File: src/hw/ces_consts.svh
// Constants for the execution-semantics unit: opcodes, steps, limits.
// Assumes inclusion by bare name from the package or module files.
`ifndef CES_CONSTS_SVH
`define CES_CONSTS_SVH
`define CES_OP_TWOS_COMP      8'h03
`define CES_OP_MEM_WRITE_AINC 8'hc2
`define CES_OP_BLOCK_MOVE     8'hc1
`define CES_OP_BLOCK_MOVE_INT 8'hcd
`define CES_OP_RESERVED       8'hee
`define CES_MOST_NEG_WORD     16'h8000
`define CES_PTR_STEP          16'h0002
`define CES_COUNT_MAX         16'h3fff
`define CES_WORD_ZERO         16'h0000
`define CES_ADDR_STEP         16'h0002
`endif

File: src/hw/ces_pkg.sv
// Types shared by the execution-semantics unit.
// Assumes the constants header sits beside this file.
package ces_pkg;
  // Execution states of the unit
  typedef enum logic [2:0] {
    CES_IDLE,
    CES_WRITE,
    CES_MOVE,
    CES_DONE
  } ces_state_e;
endpackage

File: src/hw/ces_exec.sv
// Execution-semantics unit of a 16-bit controller core: auto-increment
// write, word negate with flags, reserved-opcode trap, block move.
// Assumes the decoder presents one instruction per i_start pulse, with
// operands read from the register file on the same clock.
//
// Summary of operation
// RULE_01: Address from old pointer; increment after completion.
// RULE_02: Self-pointer write stores original pointer value.
// RULE_03: Negating 8000h gives 8000h, sign and overflow.
// RULE_04: Reserved opcode EEH always raises unimplemented trap.
// RULE_05: Block move takes long source/destination pair.
// RULE_06: Block move performs sixteen-bit count transfers. The code clips counts above 3fffh to 3fffh.
// RULE_07: Software keeps count within 0000h to 3fffh.
`timescale 1ns/1ps
`include "ces_consts.svh"
module ces_exec
  import ces_pkg::*;
(
  // Clock and reset
  input  wire logic        i_sys_clk,
  input  wire logic        i_reset,
  // Instruction issue
  input  wire logic        i_start,
  input  wire logic [7:0]  i_opcode,
  input  wire logic [15:0] i_operand,
  input  wire logic [15:0] i_pointer,
  input  wire logic        i_src_is_ptr,
  input  wire logic [31:0] i_block_address_pair_reg,
  input  wire logic [15:0] i_transfer_count_reg,
  // Memory write and read ports
  output logic             o_mem_write,
  output logic      [15:0] o_mem_addr,
  output logic      [15:0] o_mem_data,
  output logic             o_mem_read,
  output logic      [15:0] o_mem_read_addr,
  // Results
  output logic      [15:0] o_result,
  output logic             o_result_valid,
  output logic             o_flag_sign,
  output logic             o_flag_overflow,
  output logic             o_flag_zero,
  output logic      [15:0] o_ptr_update,
  output logic             o_ptr_update_valid,
  output logic             o_unimpl_trap,
  output logic             o_done
);

  // Word negate producing result and overflow
  function automatic logic [16:0] ces_negate(input logic [15:0] v);
    logic [15:0] r;
    r = 16'h0000 - v;
    return {(v == `CES_MOST_NEG_WORD), r};
  endfunction

  ces_state_e  state;             // Execution state
  ces_state_e  next_state;
  logic [15:0] ptr_old;           // Pointer latched at issue
  logic [15:0] next_ptr_old;
  logic [15:0] data_hold;         // Data to be written
  logic [15:0] next_data_hold;
  logic [15:0] src_addr;          // Block source address
  logic [15:0] next_src_addr;
  logic [15:0] dst_addr;          // Block destination address
  logic [15:0] next_dst_addr;
  logic [15:0] count;             // Transfers remaining
  logic [15:0] next_count;
  logic        rd_phase;          // Block move: read then write
  logic        next_rd_phase;
  logic        next_mem_write;
  logic [15:0] next_mem_addr;
  logic [15:0] next_mem_data;
  logic        next_mem_read;
  logic [15:0] next_mem_read_addr;
  logic [15:0] next_result;
  logic        next_result_valid;
  logic        next_flag_sign;
  logic        next_flag_overflow;
  logic        next_flag_zero;
  logic [15:0] next_ptr_update;
  logic        next_ptr_update_valid;
  logic        next_unimpl_trap;
  logic        next_done;
  logic [16:0] neg;               // Negate output

  // Next-state and output computation
  always_comb begin
    next_state            = state;
    next_ptr_old          = ptr_old;
    next_data_hold        = data_hold;
    next_src_addr         = src_addr;
    next_dst_addr         = dst_addr;
    next_count            = count;
    next_rd_phase         = rd_phase;
    next_mem_write        = 1'b0;
    next_mem_addr         = o_mem_addr;
    next_mem_data         = o_mem_data;
    next_mem_read         = 1'b0;
    next_mem_read_addr    = o_mem_read_addr;
    next_result           = o_result;
    next_result_valid     = 1'b0;
    next_flag_sign        = o_flag_sign;
    next_flag_overflow    = o_flag_overflow;
    next_flag_zero        = o_flag_zero;
    next_ptr_update       = o_ptr_update;
    next_ptr_update_valid = 1'b0;
    next_unimpl_trap      = 1'b0;
    next_done             = 1'b0;
    neg                   = ces_negate(i_operand);
    case (state)
      CES_IDLE: begin
        if (i_start) begin
          case (i_opcode)
            // Reserved code traps, nothing executes
            `CES_OP_RESERVED: begin
              next_unimpl_trap = 1'b1;  // [RULE_04]
              next_done        = 1'b1;
            end
            // Negate; 8000h keeps its value, sets sign and overflow
            `CES_OP_TWOS_COMP: begin
              next_result        = neg[15:0];
              next_flag_sign     = neg[15];  // [RULE_03]
              next_flag_overflow = neg[16];  // [RULE_03]
              next_flag_zero     = (neg[15:0] == `CES_WORD_ZERO);
              next_result_valid  = 1'b1;
              next_done          = 1'b1;
            end
            // Write through pointer; latch old pointer and data now
            `CES_OP_MEM_WRITE_AINC: begin
              next_ptr_old   = i_pointer;  // [RULE_01]
              next_data_hold = i_src_is_ptr ? i_pointer : i_operand;  // [RULE_02]
              next_state     = CES_WRITE;
            end
            // Block move from long address pair and word count
            `CES_OP_BLOCK_MOVE, `CES_OP_BLOCK_MOVE_INT: begin
              next_src_addr = i_block_address_pair_reg[15:0];   // [RULE_05]
              next_dst_addr = i_block_address_pair_reg[31:16];  // [RULE_05]
              // Counts above the supported range are clipped [RULE_07]
              next_count    = (i_transfer_count_reg > `CES_COUNT_MAX) ?
                              `CES_COUNT_MAX : i_transfer_count_reg;  // [RULE_06]
              next_rd_phase = 1'b1;
              next_state    = CES_MOVE;
            end
            // Other opcodes belong to other units
            default: begin
              next_done = 1'b1;
            end
          endcase
        end
      end
      // Memory write at the old pointer address
      CES_WRITE: begin
        next_mem_write = 1'b1;
        next_mem_addr  = ptr_old;  // [RULE_01]
        next_mem_data  = data_hold;  // [RULE_02]
        next_state     = CES_DONE;
      end
      // One read then one write per transfer
      CES_MOVE: begin
        if (count == `CES_WORD_ZERO) begin
          next_done  = 1'b1;
          next_state = CES_IDLE;
        end else if (rd_phase) begin
          next_mem_read      = 1'b1;
          next_mem_read_addr = src_addr;
          next_rd_phase      = 1'b0;
        end else begin
          next_mem_write = 1'b1;
          next_mem_addr  = dst_addr;
          next_src_addr  = src_addr + `CES_ADDR_STEP;
          next_dst_addr  = dst_addr + `CES_ADDR_STEP;
          next_count     = count - 16'h0001;  // [RULE_06]
          next_rd_phase  = 1'b1;
        end
      end
      // Pointer written back only after the store finished
      CES_DONE: begin
        next_ptr_update       = ptr_old + `CES_PTR_STEP;  // [RULE_01]
        next_ptr_update_valid = 1'b1;
        next_done             = 1'b1;
        next_state            = CES_IDLE;
      end
      default: begin
        next_state = CES_IDLE;
      end
    endcase
  end

  // State and output registers
  always_ff @(posedge i_sys_clk or posedge i_reset) begin
    if (i_reset) begin
      state              <= CES_IDLE;
      ptr_old            <= 16'h0000;
      data_hold          <= 16'h0000;
      src_addr           <= 16'h0000;
      dst_addr           <= 16'h0000;
      count              <= 16'h0000;
      rd_phase           <= 1'b0;
      o_mem_write        <= 1'b0;
      o_mem_addr         <= 16'h0000;
      o_mem_data         <= 16'h0000;
      o_mem_read         <= 1'b0;
      o_mem_read_addr    <= 16'h0000;
      o_result           <= 16'h0000;
      o_result_valid     <= 1'b0;
      o_flag_sign        <= 1'b0;
      o_flag_overflow    <= 1'b0;
      o_flag_zero        <= 1'b0;
      o_ptr_update       <= 16'h0000;
      o_ptr_update_valid <= 1'b0;
      o_unimpl_trap      <= 1'b0;
      o_done             <= 1'b0;
    end else begin
      state              <= next_state;
      ptr_old            <= next_ptr_old;
      data_hold          <= next_data_hold;
      src_addr           <= next_src_addr;
      dst_addr           <= next_dst_addr;
      count              <= next_count;
      rd_phase           <= next_rd_phase;
      o_mem_write        <= next_mem_write;
      o_mem_addr         <= next_mem_addr;
      o_mem_data         <= next_mem_data;
      o_mem_read         <= next_mem_read;
      o_mem_read_addr    <= next_mem_read_addr;
      o_result           <= next_result;
      o_result_valid     <= next_result_valid;
      o_flag_sign        <= next_flag_sign;
      o_flag_overflow    <= next_flag_overflow;
      o_flag_zero        <= next_flag_zero;
      o_ptr_update       <= next_ptr_update;
      o_ptr_update_valid <= next_ptr_update_valid;
      o_unimpl_trap      <= next_unimpl_trap;
      o_done             <= next_done;
    end
  end

endmodule

File: config.mk
export PLATFORM = sky130hd
export DESIGN_NAME = ces_exec
export DESIGN_NICKNAME = d
export VERILOG_FILES = /design/src/hw/ces_pkg.sv /design/src/hw/ces_exec.sv
export VERILOG_INCLUDE_DIRS = /design/src /design/src/hw
export SDC_FILE = /design/constraint.sdc
export NUM_CORES = 1
export LEC_CHECK = 0
export ABC_AREA = 1
export CORE_MARGIN = 4
export CORE_UTILIZATION = 30
export DETAILED_ROUTE_END_ITERATION = 8
export DONT_BUFFER_PORTS = 1
export HOLD_SLACK_MARGIN = 0.08
export PLACE_DENSITY = 0.53
export RECOVER_POWER = 50
export SYNTH_ARGS = -nofsm -noshare
export SYNTH_HDL_FRONTEND = slang
export SYNTH_SLANG_ARGS = --single-unit
File: constraint.sdc
create_clock -name i_sys_clk -period 9.6 [get_ports i_sys_clk]
set_input_delay 0.48 -clock i_sys_clk [delete_from_list [all_inputs] [get_ports i_sys_clk]]
set_output_delay 0.48 -clock i_sys_clk [all_outputs]
set_load 0.02 [all_outputs]
==> flow_summary.json, run 1 <==
{
  "n_fill_cell": 3099,
  "netlist.area_leader.share_pct": 47.78,
  "grt.total_usage_pct": 16.08,
  "die_x_um": 180.8,
  "setup_viol": 0,
  "switching_share_pct": 42.13,
  "synth_seq_area_share_pct": 47.78,
  "dpl.hpwl_um": 19300,
  "p_int_mw": 1.687,
  "final_common_cell": "nand2_1",
  "switchingPower_mw": 1.228,
  "grt_pass1_wl_um": 41900,
  "clock_tree.root_cell": "clkbuf_16",
  "gp_congestion": 0.8367,
  "rows": 62,
  "tightest_slew_ps": 4790,
  "drive_gt1_share_pct": 5.326,
  "cts_buffers": 17,
  "rsz0062_at_grt": "false",
  "grtUsageMet3_pct": 5.892,
  "fin_worst_skew_ps": 12.44,
  "max-clock-path-buffers": 2,
  "yosys_warnings": 0,
  "critPathCaptureType": "asynchronous set/reset pin",
  "die_h_um": 180.8,
  "wire_per_inst_um": 16.84,
  "synthSimpleGateAreaFrac_pct": 26.66,
  "synth_flop_cell": "dfrtp_1",
  "synth_top_area_cell": "dfrtp_1",
  "power_frac_comb_pct": 27.0,
  "finalCritPeriodShare_pct": 39.69,
  "grt_use_met2_pct": 25.31,
  "violations": "capacitance limit, slew limit",
  "outcome": "finished with violations",
  "hold_class": "in -> reg",
  "cp_top_family": "buffers and inverters",
  "holdBufCountCts": 0,
  "grt_use_met1_pct": 20.76,
  "postSynthAreaPerCell_um2": 7.629,
  "vdd_drop_max_mv": 0.1380,
  "regArea_mm2": 0.004279,
  "worstPathBufferInverterCount": 2,
  "drc": 0,
  "design.die.area_mm2": 0.03268,
  "drtPass1Iterations": 6,
  "critPathKind": "in -> async",
  "crit_path_cell_trace": "clkinvlp_2 -> buf_4",
  "via_per_inst": 4.776,
  "clock-sinks": 171,
  "grt_pass1_vias": 7414,
  "synth-edff-count": 0,
  "portBuffers": 0,
  "cap_violations": 1,
  "fmax_ghz": 0.2624,
  "cts_resized": 0,
  "clkTransAtPathRegs_ps": 70,
  "tns_ps": 0,
  "drt-initial-drc-count": 501,
  "synth_compound_area_share_pct": 14.40,
  "hold_viol_final": 0,
  "pwr-share-seq_pct": 46.7,
  "synth.mux.area_fraction_pct": 0.5588,
  "slew_headroom_pct": -221.1,
  "synth-seq-cells": 171,
  "syn_nets": 1276,
  "p_per_area_mw_per_mm2": 294.8,
  "ios": 181,
  "cp.arrival_ps": 4270,
  "synth_fa_ha_area_share_pct": 1.397,
  "cts_setup_buffers": 0,
  "yosys.area_share.xor_xnor_pct": 1.467,
  "async_flop_share_pct": 100.0,
  "cp-start-kind": "input port",
  "fin_nets": 1253,
  "overflow": 0,
  "grt.busiest_layer": "met2",
  "clkLatencyLatePin_ps": 440,
  "grt_start_max_net_pins": 106,
  "final_cell_mix": "369 x nand2_1, 171 x dfrtp_1, 134 x o21ai_0",
  "num_vias": 7408,
  "start_util_pct": 30.79,
  "routed_wirelength_um": 26120,
  "cts_tree": "yes",
  "synthTopCellsByArea": "dfrtp_1 48%, nand2_1 15%, o21ai_0 7.5%, inv_1 4.9%, nor2_1 4.0%",
  "slowest_delay_ps": 2590,
  "synthCells": 1174,
  "antenna_found_initial": 5,
  "critPathSlowestCell": "clkinvlp_2",
  "h-tree-depth": 4,
  "multi_input_area_mm2": 0.003986,
  "holdWs_ps": 125.0,
  "fin_crit_ps": 3811,
  "leakagePower_nw": 4.703,
  "core_mm2": 0.02909,
  "area_growth_pct": 10.42,
  "clock_power_share_pct": 26.3,
  "synth_top_family_by_area": "simple AND/OR/NAND/NOR gates",
  "syn_area_mm2": 0.008956,
  "drtAntennaViolNets": 0,
  "crit_required_ps": 10060,
  "critPathMaxFanout": 105,
  "ys_types": 41,
  "drv_slew": 106
}
[per-stage QoR]
stage	power, mW	cells	instance area [um2]	worst slack (ps)	util [%]
2_1_floorplan	1.959	1174	8956	4488	-
3_3_place_gp	2.159	1516	9243	6765	31.77
3_5_place_dp	2.176	1516	9243	6695	31.77
4_1_cts	2.954	1548	9886	6647	33.98
5_1_grt	3.140	1550	9887	4836	33.99
6_report	2.915	1551	9889	5789	34.00
[per-layer routing]
metal	vias to the layer above	wire length [um]
met5	-	21
met4	4	474
met2	166	11880
met1	3454	11810
li1	3756	-
met3	28	1943
[state kept, by name, summed over array words and instances (netlist names)]
signal	flops
o_result	16
o_unimpl_trap	1
o_mem_read_addr	16
state	2
o_result_valid	1
ptr_old	16
o_flag_zero	1
o_mem_read	1
data_hold	16
rd_phase	1
o_done	1
dst_addr	16
o_ptr_update	16
o_flag_overflow	1
o_ptr_update_valid	1
o_mem_write	1
o_mem_addr	16
src_addr	16
o_mem_data	16
count	16
[cell type report]
type                            instances  share of cell area [%]
Antenna cell                            3                 0.07591
Clock buffer                           18                   4.441
Multi-Input combinational cell        834                   40.31
Timing Repair Buffer                    4                  0.3036
Sequential cell                       171                   43.27
Tap cell                              384                   4.858
Clock inverter                         14                   2.062
Inverter                              123                   4.681
[power groups by stage]
stage | registers, mW | clock network (mW) | logic [mW]
floorplan | 1.29 | 0 | 0.674
global placement | 1.38 | 0 | 0.783
detailed placement | 1.37 | 0 | 0.802
CTS | 1.37 | 0.785 | 0.803
global route | 1.40 | 0.810 | 0.928
finish | 1.36 | 0.767 | 0.788
[synthesized netlist by cell type, types with 14 or more instances]
library cell	number
nand4_1	19
dfrtp_1	171
clkbuf_1	17
inv_1	117
o211ai_1	16
nand3_1	52
o21a_1	17
nand2_1	369
a21oi_1	26
nor2_1	95
o21ai_0	134
nor3_1	19
buf_2	14
[final timing paths]
path,start,endpoint,slack [ps],cells after the start
max,i_reset,ptr_old[6]$_DFFE_PP0P_,5790,2
min,i_opcode[4],o_unimpl_trap$_DFF_PP0_,120,1
max reg2reg,state[0]$_DFFE_PP0P_,dst_addr[11]$_DFFE_PP0P_,6650,9
min reg2reg,src_addr[14]$_DFFE_PP0P_,src_addr[14]$_DFFE_PP0P_,490,2
max in group i_sys_clk,state[0]$_DFFE_PP0P_,dst_addr[11]$_DFFE_PP0P_,6650,9
min in group asynchronous,i_reset,o_mem_write$_DFF_PP0_,1350,1
[logic make-up (layout without fill, tap and decap cells)]
group / count (synthesis) / in the layout
simple gates: 577 / 577
compound gates: 227 / 227
flops: 171 / 171
buf+inv: 169 / 159
xor+xnor: 15 / 15
fa+ha+maj: 10 / 10
mux: 5 / 5
other cells: 0 / 3
Power figures use the tool's default switching activity.
==> run 2: changes to the inputs <==
==> constraint.sdc (replaced) <==
create_clock -name i_sys_clk -period 3.9 [get_ports i_sys_clk]
set_input_delay 0.195 -clock i_sys_clk [delete_from_list [all_inputs] [get_ports i_sys_clk]]
set_output_delay 0.195 -clock i_sys_clk [all_outputs]
set_load 0.02 [all_outputs]
==> flow_summary.json, run 2 (same netlist as run 1, synthesis figures left out) <==
{
  "outcome": "finished with violations",
  "violations": "capacitance limit, slew limit",
  "cts_setup_buffers": 0,
  "totalPowerFinal_mw": 7.139,
  "multi_input_area_mm2": 0.003991,
  "setup_viol": 0,
  "crit_path_cell_trace": "inv_1 -> ha_1 -> nand2_1 -> inv_2 -> nand3_1 -> nor2_4 -> nand4_1 -> dlygate4sd3_1 -> o21ai_0 -> dlygate4sd3_1",
  "n_fill_cell": 3060,
  "post_dp_cell_area_mm2": 0.009266,
  "dpl.hpwl_um": 19230,
  "ios": 181,
  "drtPass1Iterations": 5,
  "leakagePower_nw": 5.034,
  "final_common_cell": "nand2_1",
  "antenna_found_initial": 1,
  "p_per_area_mw_per_mm2": 667.3,
  "critPathSlowestCell": "dlygate4sd3_1",
  "h-tree-depth": 4,
  "crit_top_cell": "dlygate4sd3_1",
  "drv_slew": 173,
  "crit_required_ps": 4270,
  "timing.rr.end": "o_flag_overflow$_DFFE_PP0P_",
  "fin_nets": 1339,
  "rrSetupSlack_ps": 620,
  "fin_crit_ps": 3276,
  "clkTransAtPathRegs_ps": 80,
  "drtAntennaViolNets": 0,
  "clkLatencyLatePin_ps": 430,
  "final_cell_mix": "369 x nand2_1, 171 x dfrtp_1, 134 x o21ai_0",
  "vdd_drop_max_mv": 0.2792,
  "startpoint": "state[0]$_DFFE_PP0P_",
  "via_per_inst": 4.837,
  "gp_congestion": 0.8116,
  "routed_wirelength_um": 27240,
  "cts_tree": "yes",
  "finalCritPeriodShare_pct": 83.99,
  "critPathMaxFanout": 27,
  "min_path_cells": 4,
  "grt_start_max_net_pins": 145,
  "cts_resized": 0,
  "critPathCaptureType": "flop",
  "portBuffers": 0,
  "drive_gt1_share_pct": 4.960,
  "core_mm2": 0.02909,
  "clock-sinks": 171,
  "fin_area_mm2": 0.01070,
  "grt_pass1_vias": 7944,
  "area_growth_pct": 19.45,
  "fin_worst_skew_ps": 16.34,
  "grt.total_usage_pct": 16.57,
  "max-clock-path-buffers": 2,
  "rsz0062_at_grt": "false",
  "rows": 62,
  "slowest_delay_ps": 590,
  "cp-start-kind": "flop",
  "hold_viol_final": 0,
  "hold_end": "data_hold[15]$_DFFE_PP0P_",
  "hold_start": "i_src_is_ptr",
  "holdBufCountCts": 85,
  "design.die.area_mm2": 0.03268,
  "clock_tree.root_cell": "clkbuf_16",
  "regArea_mm2": 0.004279,
  "cap_violations": 2,
  "slew_headroom_pct": -38.20,
  "num_vias": 7903,
  "drc": 0,
  "r2r-start": "state[0]$_DFFE_PP0P_",
  "ff2ff_path_depth": 10,
  "tns_ps": 0,
  "critPathKind": "reg -> reg",
  "die_h_um": 180.8,
  "fmax_ghz": 0.3053,
  "tightest_slew_ps": 2073,
  "antenna_cells": 0,
  "drt-initial-drc-count": 534,
  "wire_per_inst_um": 16.67,
  "overflow": 0,
  "hold_class": "in -> reg",
  "cts_buffers": 17,
  "die_x_um": 180.8,
  "grt_pass1_wl_um": 43650,
  "cp.arrival_ps": 3650,
  "start_util_pct": 30.79
}
run 2: changes by cell type in the layout (fill, tap and decap cells not counted), sizes merged:
cell / previous run / this run
buf: 4 / 3
bufinv: 4 / 0
clkbuf: 18 / 20
clkinv: 3 / 6
clkinvlp: 2 / 1
diode: 3 / 0
dlygate4sd3: 0 / 85
inv: 128 / 130
run 2: per-layer routing:
| layer | track usage [%] | vias to the layer above | wire [um] |
|---|---|---|---|
| li1 | - | 3929 | - |
| met1 | 21.73 | 3751 | 12220 |
| met2 | 27.06 | 194 | 12790 |
| met3 | 4.826 | 27 | 1806 |
| met4 | 4.083 | 2 | 418 |
| met5 | 0 | - | 13 |
run 2: how the worst max path moves through the flow:
stage          slack, ps  cells after the start                           to
2_1_floorplan       1520                      1         count[0]$_DFFE_PP0P_
4_1_cts              610                     10  o_flag_overflow$_DFFE_PP0P_
3_3_place_gp        1150                      8     dst_addr[11]$_DFFE_PP0P_
3_5_place_dp        1040                      8     dst_addr[11]$_DFFE_PP0P_
6_report             620                     10  o_flag_overflow$_DFFE_PP0P_
5_1_grt              400                     10  o_flag_overflow$_DFFE_PP0P_
run 2: final cells by class:
type,instances,area share (%)
Clock buffer,18,4.012
Clock inverter,14,1.591
Inverter,123,4.327
Multi-Input combinational cell,834,37.31
Sequential cell,171,40.00
Tap cell,384,4.491
Timing Repair Buffer,90,8.269
run 2: critical path, delay by kind of cell (launching register included):
family	cells	cell delay [ps]
DFF	1	420
buffers and inverters	4	1400
adders and majority gates	1	280
and+or+nand+nor	4	980
AOI/OAI and AO/OA	1	120
run 2: per-stage QoR:
step / std cells / utilization, % / worst slack, ps / hold slack [ps]
floorplan: 1174 / - / 1522 / 264.6
global placement: 1517 / 31.85 / 1149 / 218.6
CTS: 1634 / 36.84 / 607.4 / 80.96
detailed placement: 1517 / 31.85 / 1042 / 218.3
global route: 1634 / 36.77 / 398.3 / 119.5
finish: 1634 / 36.77 / 624.3 / 88.22
run 2: power breakdown:
group | switching [mW] | leakage (nW) | internal, mW
combinational | 1.32 | 2.70 | 0.734
clock | 0.865 | 0.292 | 0.873
sequential | 0.974 | 2.04 | 2.37
total | 3.16 | 5.03 | 3.98
